[src/include/rail_group_pkg.sv]
// Purpose: Shared constants, encodings and helpers for the rail group fault routing block.
// Assumes: APB with 32-bit data, one aligned word per register, byte address = 4 * index.
// Notes: Only the low byte of each word carries register bits; the rest reads as zero.
package rail_group_pkg;

	// ==========================================================================
	// Bus and register widths
	localparam int DATA_W = 32;
	localparam int ADDR_W = 12;
	localparam int REG_W = 8;
	localparam int FIELD_W = 2;
	localparam int DATA_PAD = DATA_W - REG_W;

	// ==========================================================================
	// Register indices, and their byte addresses at four times the index
	localparam logic [9:0] CONVERTER_GROUP_ASSIGN_IDX = 10'h041;
	localparam logic [9:0] MONITOR_GROUP_ASSIGN_IDX = 10'h043;
	localparam logic [9:0] FAULT_RESPONSE_SELECT_IDX = 10'h044;
	localparam logic [ADDR_W-1:0] CONVERTER_GROUP_ASSIGN_ADDR = {CONVERTER_GROUP_ASSIGN_IDX, 2'h0};
	localparam logic [ADDR_W-1:0] MONITOR_GROUP_ASSIGN_ADDR = {MONITOR_GROUP_ASSIGN_IDX, 2'h0};
	localparam logic [ADDR_W-1:0] FAULT_RESPONSE_SELECT_ADDR = {FAULT_RESPONSE_SELECT_IDX, 2'h0};

	// ==========================================================================
	// Reset values
	localparam logic [REG_W-1:0] CONVERTER_GROUP_ASSIGN_RST = 8'h00;
	localparam logic [REG_W-1:0] MONITOR_GROUP_ASSIGN_RST = 8'h00;
	localparam logic [REG_W-1:0] FAULT_RESPONSE_SELECT_RST = 8'h00;

	// ==========================================================================
	// Field positions (low bit of each two-bit field)
	localparam int CONVERTER_ONE_LSB = 0;
	localparam int CONVERTER_TWO_LSB = 2;
	localparam int CONVERTER_THREE_LSB = 4;
	localparam int CONVERTER_FOUR_LSB = 6;
	localparam int ANALOG_MONITOR_LSB = 2;
	localparam int FIRST_MONITOR_LSB = 4;
	localparam int SECOND_MONITOR_LSB = 6;
	localparam int MCU_RESPONSE_LSB = 0;
	localparam int SOC_RESPONSE_LSB = 2;
	localparam int OTHER_RESPONSE_LSB = 4;
	localparam int SEVERE_RESPONSE_LSB = 6;

	// ==========================================================================
	// Group codes; group bit index g stands for code g + 1
	localparam logic [1:0] GROUP_NONE = 2'h0;
	localparam logic [1:0] GROUP_MCU = 2'h1;
	localparam logic [1:0] GROUP_SOC = 2'h2;
	localparam logic [1:0] GROUP_OTHER = 2'h3;
	localparam int NUM_GROUPS = 3;
	localparam int MCU_BIT = 0;
	localparam int SOC_BIT = 1;
	localparam int OTHER_BIT = 2;

	// ==========================================================================
	// Response codes, also the bit index of each request output
	localparam logic [1:0] RESP_IMMEDIATE = 2'h0;
	localparam logic [1:0] RESP_ORDERLY = 2'h1;
	localparam logic [1:0] RESP_MCU_ERROR = 2'h2;
	localparam logic [1:0] RESP_SOC_ERROR = 2'h3;
	localparam int NUM_RESPONSES = 4;

	// ==========================================================================
	// Rail counts
	localparam int NUM_CONVERTERS = 4;
	localparam int NUM_MONITORS = 3;

	// Pulls one two-bit field out of a register byte.
	function automatic logic [FIELD_W-1:0] field_at(input logic [REG_W-1:0] r, input int lsb);
		return r[lsb +: FIELD_W];
	endfunction

	// True when a rail's group field names the group with bit index g.
	function automatic logic group_hit(input logic [FIELD_W-1:0] field, input int g);
		return field == FIELD_W'(g + 1);
	endfunction

endpackage

[src/design/rail_group_fault_routing.sv]
// Purpose: APB register bank assigning rails to groups and routing faults to responses.
// Assumes: Single clock pclk at 250 MHz; all inputs synchronous to pclk.
// Notes: Registers reset to zero; nvm_load copies the stored defaults in afterwards.
`timescale 1ns/10ps
module rail_group_fault_routing (
	input wire logic pclk,
	input wire logic presetn,
	input wire logic psel,
	input wire logic penable,
	input wire logic pwrite,
	input wire logic [rail_group_pkg::ADDR_W-1:0] paddr,
	input wire logic [rail_group_pkg::DATA_W-1:0] pwdata,
	input wire logic [3:0] pstrb,
	output logic [rail_group_pkg::DATA_W-1:0] prdata,
	output logic pready,
	output logic pslverr,
	input wire logic nvm_load,
	input wire logic [rail_group_pkg::REG_W-1:0] nvm_converter_default,
	input wire logic [rail_group_pkg::REG_W-1:0] nvm_monitor_default,
	input wire logic [rail_group_pkg::REG_W-1:0] nvm_response_default,
	input wire logic [rail_group_pkg::NUM_CONVERTERS-1:0] converter_fault,
	input wire logic [rail_group_pkg::NUM_MONITORS-1:0] monitor_fault,
	input wire logic severe_error,
	output logic [rail_group_pkg::NUM_GROUPS-1:0] group_fault,
	output logic immediate_shutdown_req,
	output logic orderly_shutdown_req,
	output logic mcu_power_error_req,
	output logic soc_power_error_req
);
	import rail_group_pkg::*;

	// ==========================================================================
	// State
	// All flops of the block live in one packed struct so that reset and
	// registering happen in exactly one place.
	typedef struct packed {
		logic [REG_W-1:0] conv;
		logic [REG_W-1:0] mon;
		logic [REG_W-1:0] resp;
		logic [DATA_W-1:0] rdata;
		logic ready;
		logic slverr;
		logic [NUM_GROUPS-1:0] gfault;
		logic [NUM_RESPONSES-1:0] req;
	} state_s;

	localparam state_s STATE_RST = '{
		conv: CONVERTER_GROUP_ASSIGN_RST,
		mon: MONITOR_GROUP_ASSIGN_RST,
		resp: FAULT_RESPONSE_SELECT_RST,
		rdata: '0,
		ready: 1'b0,
		slverr: 1'b0,
		gfault: '0,
		req: '0
	};

	state_s state_r;
	state_s state_nxt;

	// ==========================================================================
	// Address decode
	// One-hot select: bit 0 converter, bit 1 monitor, bit 2 response register.
	// Any other address, including one not word aligned, selects nothing.
	localparam int SEL_CONV = 0;
	localparam int SEL_MON = 1;
	localparam int SEL_RESP = 2;

	function automatic logic [2:0] reg_select(input logic [ADDR_W-1:0] a);
		logic [2:0] s;
		s = 3'h0;
		s[SEL_CONV] = (a == CONVERTER_GROUP_ASSIGN_ADDR);
		s[SEL_MON] = (a == MONITOR_GROUP_ASSIGN_ADDR);
		s[SEL_RESP] = (a == FAULT_RESPONSE_SELECT_ADDR);
		return s;
	endfunction

	logic setup_phase;
	logic access_done;
	logic [2:0] setup_sel;
	logic [2:0] access_sel;
	logic write_take;

	// Setup is the first cycle of a transfer; the access completes at the edge
	// where our own pready is high.
	assign setup_phase = psel & ~penable;
	assign access_done = psel & penable & state_r.ready;
	assign setup_sel = reg_select(paddr);
	assign access_sel = reg_select(paddr);
	// Only byte lane 0 holds register bits, so a write without it is a no-op.
	assign write_take = access_done & pwrite & pstrb[0];

	// ==========================================================================
	// Named views of the fields
	logic [FIELD_W-1:0] converter_one_group_field;
	logic [FIELD_W-1:0] converter_two_group_field;
	logic [FIELD_W-1:0] converter_three_group_field;
	logic [FIELD_W-1:0] converter_four_group_field;
	logic [FIELD_W-1:0] first_monitor_group_field;
	logic [FIELD_W-1:0] second_monitor_group_field;
	logic [FIELD_W-1:0] analog_supply_monitor_group_field;
	logic [FIELD_W-1:0] severe_error_response;
	logic [FIELD_W-1:0] other_group_response;
	logic [FIELD_W-1:0] soc_group_response;
	logic [FIELD_W-1:0] mcu_group_response;

	assign converter_one_group_field = field_at(state_r.conv, CONVERTER_ONE_LSB);
	assign converter_two_group_field = field_at(state_r.conv, CONVERTER_TWO_LSB);
	assign converter_three_group_field = field_at(state_r.conv, CONVERTER_THREE_LSB);
	assign converter_four_group_field = field_at(state_r.conv, CONVERTER_FOUR_LSB);
	assign analog_supply_monitor_group_field = field_at(state_r.mon, ANALOG_MONITOR_LSB);
	assign first_monitor_group_field = field_at(state_r.mon, FIRST_MONITOR_LSB);
	assign second_monitor_group_field = field_at(state_r.mon, SECOND_MONITOR_LSB);
	assign severe_error_response = field_at(state_r.resp, SEVERE_RESPONSE_LSB);
	assign other_group_response = field_at(state_r.resp, OTHER_RESPONSE_LSB);
	assign soc_group_response = field_at(state_r.resp, SOC_RESPONSE_LSB);
	assign mcu_group_response = field_at(state_r.resp, MCU_RESPONSE_LSB);

	// ==========================================================================
	// Group fault collection
	logic [NUM_GROUPS-1:0] group_fault_now;

	rail_group_collect u_collect (
		.converter_group_r(state_r.conv),
		.monitor_group_r(state_r.mon),
		.converter_fault(converter_fault),
		.monitor_fault(monitor_fault),
		.group_fault(group_fault_now)
	);

	// ==========================================================================
	// Next-state logic
	// Register bank first, then the bus answer, then fault routing. A software
	// write in the same cycle as nvm_load wins for the register it targets, so
	// a driver never sees its own write silently overwritten.
	always_comb begin
		state_nxt = state_r;

		// Defaults from nonvolatile memory.
		if (nvm_load) begin
			state_nxt.conv = nvm_converter_default;
			state_nxt.mon = nvm_monitor_default;
			state_nxt.resp = nvm_response_default;
		end

		// Writes land only at the completing access edge.
		if (write_take) begin
			if (access_sel[SEL_CONV]) begin
				state_nxt.conv = pwdata[REG_W-1:0];
			end
			if (access_sel[SEL_MON]) begin
				state_nxt.mon = pwdata[REG_W-1:0];
			end
			if (access_sel[SEL_RESP]) begin
				state_nxt.resp = pwdata[REG_W-1:0];
			end
		end

		// pready rises for the first access cycle only: zero wait states.
		// Read data and the error flag are captured in the setup cycle.
		state_nxt.ready = setup_phase;
		state_nxt.slverr = setup_phase & ~(|setup_sel);
		state_nxt.rdata = '0;
		if (setup_phase && !pwrite) begin
			case (setup_sel)
				3'h1: state_nxt.rdata = {{DATA_PAD{1'b0}}, state_r.conv};
				3'h2: state_nxt.rdata = {{DATA_PAD{1'b0}}, state_r.mon};
				3'h4: state_nxt.rdata = {{DATA_PAD{1'b0}}, state_r.resp};
				default: state_nxt.rdata = '0;
			endcase
		end

		// Each faulted group raises the request its response field names.
		// Requests are levels that follow the faults with one cycle of delay.
		state_nxt.gfault = group_fault_now;
		state_nxt.req = '0;
		if (group_fault_now[MCU_BIT]) begin
			state_nxt.req[mcu_group_response] = 1'b1;
		end
		if (group_fault_now[SOC_BIT]) begin
			state_nxt.req[soc_group_response] = 1'b1;
		end
		if (group_fault_now[OTHER_BIT]) begin
			state_nxt.req[other_group_response] = 1'b1;
		end
		if (severe_error) begin
			state_nxt.req[severe_error_response] = 1'b1;
		end
	end

	// ==========================================================================
	// State register
	// Registers clear to zero; defaults only arrive through nvm_load.
	always_ff @(posedge pclk or negedge presetn) begin
		if (!presetn) begin
			state_r <= STATE_RST;
		end else begin
			state_r <= state_nxt;
		end
	end

	// ==========================================================================
	// Outputs, each taken straight from a flop
	assign prdata = state_r.rdata;
	assign pready = state_r.ready;
	assign pslverr = state_r.slverr;
	assign group_fault = state_r.gfault;
	assign immediate_shutdown_req = state_r.req[RESP_IMMEDIATE];
	assign orderly_shutdown_req = state_r.req[RESP_ORDERLY];
	assign mcu_power_error_req = state_r.req[RESP_MCU_ERROR];
	assign soc_power_error_req = state_r.req[RESP_SOC_ERROR];
endmodule

[src/design/rail_group_collect.sv]
// Purpose: Gathers rail faults into one fault level per rail group.
// Assumes: Fault inputs are synchronous levels; pure combinational logic.
// Notes: A rail whose field holds the no-group code contributes to no group.
`timescale 1ns/10ps
module rail_group_collect (
	input wire logic [rail_group_pkg::REG_W-1:0] converter_group_r,
	input wire logic [rail_group_pkg::REG_W-1:0] monitor_group_r,
	input wire logic [rail_group_pkg::NUM_CONVERTERS-1:0] converter_fault,
	input wire logic [rail_group_pkg::NUM_MONITORS-1:0] monitor_fault,
	output logic [rail_group_pkg::NUM_GROUPS-1:0] group_fault
);
	import rail_group_pkg::*;

	// ==========================================================================
	// Membership of every rail in every group
	logic [NUM_CONVERTERS-1:0] conv_member [NUM_GROUPS];
	logic [NUM_MONITORS-1:0] mon_member [NUM_GROUPS];

	// Converter n sits at bits n*2; monitors sit one field higher, so that the
	// reserved low field of the monitor register never maps to a rail.
	genvar g, n;
	generate
		for (g = 0; g < NUM_GROUPS; g++) begin : grp
			for (n = 0; n < NUM_CONVERTERS; n++) begin : conv
				assign conv_member[g][n] = group_hit(field_at(converter_group_r, n * FIELD_W), g);
			end
			for (n = 0; n < NUM_MONITORS; n++) begin : mon
				assign mon_member[g][n] = group_hit(field_at(monitor_group_r, (n + 1) * FIELD_W), g);
			end
			// A group is in fault when any of its member rails is.
			assign group_fault[g] = |(conv_member[g] & converter_fault) | |(mon_member[g] & monitor_fault);
		end
	endgenerate

endmodule

[config.mk]
export PLATFORM = sky130hd
export DESIGN_NAME = rail_group_fault_routing
export DESIGN_NICKNAME = d
export VERILOG_FILES = /design/src/include/rail_group_pkg.sv /design/src/design/rail_group_fault_routing.sv /design/src/design/rail_group_collect.sv
export SDC_FILE = /design/constraint.sdc
export NUM_CORES = 1
export LEC_CHECK = 0
export BUFFER_PORTS_ARGS = -buffer_cell sky130_fd_sc_hd__buf_2
export CAP_MARGIN = 20
export CORE_ASPECT_RATIO = 0.8
export CORE_UTILIZATION = 30
export DETAILED_ROUTE_END_ITERATION = 12
export SLEW_MARGIN = 10
export SYNTH_ARGS = -nofsm -noshare
export SYNTH_HDL_FRONTEND = slang
export SYNTH_SLANG_ARGS = --single-unit
[constraint.sdc]
create_clock -name pclk -period 4.3 [get_ports pclk]
set_clock_uncertainty 0.2 [all_clocks]
set_input_delay 0.43 -clock pclk [delete_from_list [all_inputs] [get_ports pclk]]
set_output_delay 0.43 -clock pclk [all_outputs]
set_load 0.02 [all_outputs]
==> impl_results.md <==
- Status: finished clean
- Commonest non-fill, non-tap cell in the layout: buf_2
- Final Max Tran Viols: 0
- Cell Count Post-Placement: 400
- Root buf cell: clkbuf_8
- R2r startpoint: pready
- Cell Area, Synth: 0.00256 sq mm
- Peak VDD IR: approximately 120 uV
- R2R Setup Slk: between 2 and 2.5 ns
- Vias per cell: 4.70
- Final setup vio count: 0
- Int Pwr: 0.707 mW
- Detailed-route DRC error count: 0
- I/O pin cnt: 127
- Reg2Reg Depth: 3
- Post-CTS resize count: 0
- GPL Wtd Cong: 0.825
- Commonest non-fill, non-tap cells in the layout: 75 x buf_2, 46 x mux2_2, 41 x dfrtp_1
- Ys Warns: 0
- PortBufs: 75
- Hold-fix buffers, CTS: 0
- CTS tree: done
- TritonRoute pass-1 iters: 4
- Avg WL per Cell: 14.9 um
- Initial antenna violation count: 1
- # nets final: ~390
- Vias in the first global route: 1929
- Crit Path Category: input port to flip-flop
- Placement Rows: 29
- Crit end category: flip-flop
- Num CTS Buffers: 5
- Switching share of power: 28.5%
- Final ANT Viol Nets: 0
- GR Overflow Total: 0
- Fin Hold WS: 0.0619 ns
- Non-Filler Instances: 408
- Net Sw Power: 0.282 mW
- Setup TNS: 0 ns
- Clock network fraction of design power: 32.2%
- RSZ-0062 raised after global routing: no
- Reg-to-reg endpoint: converter_two_group_field[0]
- Chip height: 84.7 um
- Total track usage: between 10% and 20%
- First-pass GRT wire length: between 9000 and 10000 um
- Pin count of the biggest net entering global routing: 42
- Ant diodes: 0
- Max-cap violations: 0
- Synth unique cells: 31
- Max_slew headroom: 39.3%
- Worst Path Max Fanout: 9
- Pwr dens: about 330 mW/mm^2
- Routed WL: 6080 um
- #FFs+latches synth: 41
- WL met2: roughly 2700 um
- Sequential share of the synthesized area: 40.0%
- CP arrival: 2.26 ns
- Htree depth: 2
- Clock transition at path regs: 0.07 ns
- Share of cells above drive strength 1: 45.7%
- Starting Density: 31.7%
- Worst EP required: around 4.3 ns
- Setup Buffers After CTS: 0
- Hold WC Path Type: input port to asynchronous set/reset pin
- Fin crit share: a little over half
- Average size of a mapped cell: 10.9 sq um
- DRT met1 WL: 3050 um
- 1st-iter DRT viols: 128
- CTS Sinks: 41
- Layout area overhead: 16.5%
- Worst slew pin tran: 0.911 ns
- DR top layer: met5
- Detail Placement HPWL: 4800 um
- Seq pwr share: between 40% and 50%
- Met3 WL post-DR: 305 um
- Leak: 1.37 nW
- Die W: around 110 um
- Highest Clock Rate: 437 MHz
- Worst-Skew Late Latency: 0.29 ns
- Die ar.: 0.00892 sq mm
- Core area: slightly above 0.008 sq mm
- Crit path time final: between 2 and 2.5 ns
- Final Hold Viols: 0
- Mapped Cells: about 240
- Combinational share of power: 21.4%
- Clk buf depth: 2
- Vias: 1916
- Crit path launch type: input port
## kinds of logic (layout without fill, tap and decap cells)
| group | Yosys count | in the layout | share of synthesized area, % |
|---|---|---|---|
| mux | 46 | 46 | 20.2 |
| buf+inv | 45 | 86 | 11.7 |
| compound gates | 34 | 34 | 10.0 |
| simple gates | 69 | 69 | 17.9 |
| other cells | 1 | 24 | 0.146 |
| flops | 41 | 41 | 40.0 |
## Yosys cell counts, drive strengths merged
master	count	area share (%)
o2bb2ai	8	2.7
inv	3	0.44
nor3	3	1.5
nor2b	6	1.5
buf	35	10
or2	2	0.49
o311ai	4	1.4
nand3	10	2.0
and2	9	2.2
nand2	8	1.2
o221ai	1	0.34
nand4b	1	0.59
dfrtp	41	40
clkbuf	7	1.0
nand4	6	1.5
o211ai	3	0.88
a21oi	1	0.20
or3b	1	0.34
nand3b	13	3.8
nand2b	3	0.73
nor4	2	1.3
o21ai	8	1.6
mux2	46	20
a22oi	8	2.3
or3	1	0.24
conb	1	0.15
a2111oi	1	0.59
and3	1	0.24
nor2	3	0.44
## cell type report
class / instances / area [sq um]
Tap cell: 108 / 135
Timing Repair Buffer: 75 / 375
Multi-Input combinational cell: 173 / 1320
Inverter: 3 / 11.3
Clock buffer: 7 / 86.3
Sequential cell: 41 / 1030
Fill cell: 830 / 5100
Clock inverter: 1 / 30.0
## power groups by stage
| stage | clock network, mW | logic (mW) | registers [mW] |
|---|---|---|---|
| after floorplan | 0 | 0.152 | 0.467 |
| after global placement | 0 | 0.211 | 0.465 |
| after detailed placement | 0 | 0.213 | 0.466 |
| after CTS | 0.327 | 0.214 | 0.459 |
| after global routing | 0.343 | 0.235 | 0.465 |
| final | 0.318 | 0.212 | 0.459 |
## flip-flops by register name, summed over array words and instances (netlist names)
name and count:
analog_supply_monitor_group_field 2, converter_four_group_field 2, converter_one_group_field 2, converter_three_group_field 2, converter_two_group_field 2, first_monitor_group_field 2, group_fault 3, immediate_shutdown_req 1
mcu_group_response 2, mcu_power_error_req 1, orderly_shutdown_req 1, other_group_response 2, prdata 8, pready 1, pslverr 1, second_monitor_group_field 2
severe_error_response 2, soc_group_response 2, soc_power_error_req 1, state_r 2
## metrics by stage
stage	setup WS [ns]	total power, mW	instance area (sq um)	utilization [%]
after global placement	1.70	0.675	2870	35.5
after global routing	1.91	1.04	2990	36.9
after floorplan	2.10	0.619	2650	-
after CTS	1.97	0.999	2990	36.9
after detailed placement	1.66	0.679	2870	35.5
final	2.01	0.989	2990	36.9
## metal layers
layer / up-vias / track usage [%]
li1: 932 / -
met4: 2 / 2.69
met5: - / 0
met3: 7 / 3.18
met1: 911 / 20.6
met2: 64 / 22.6
## critical path, stage by stage
cell      delay (ns)
buf_2           0.09
nor2b_1         0.55
nand2b_1        0.27
nor3_4          0.52
mux2_2          0.40
## worst max path at each step
stage,startpoint,to,depth (start not counted)
floorplan,paddr[10],converter_four_group_field[0],4
global placement,paddr[10],converter_one_group_field[1],5
detailed placement,paddr[10],converter_two_group_field[0],5
CTS,paddr[10],converter_two_group_field[0],5
global route,paddr[10],converter_two_group_field[0],5
finish,paddr[4],other_group_response[1],5
(Power assumes the default switching activity.)
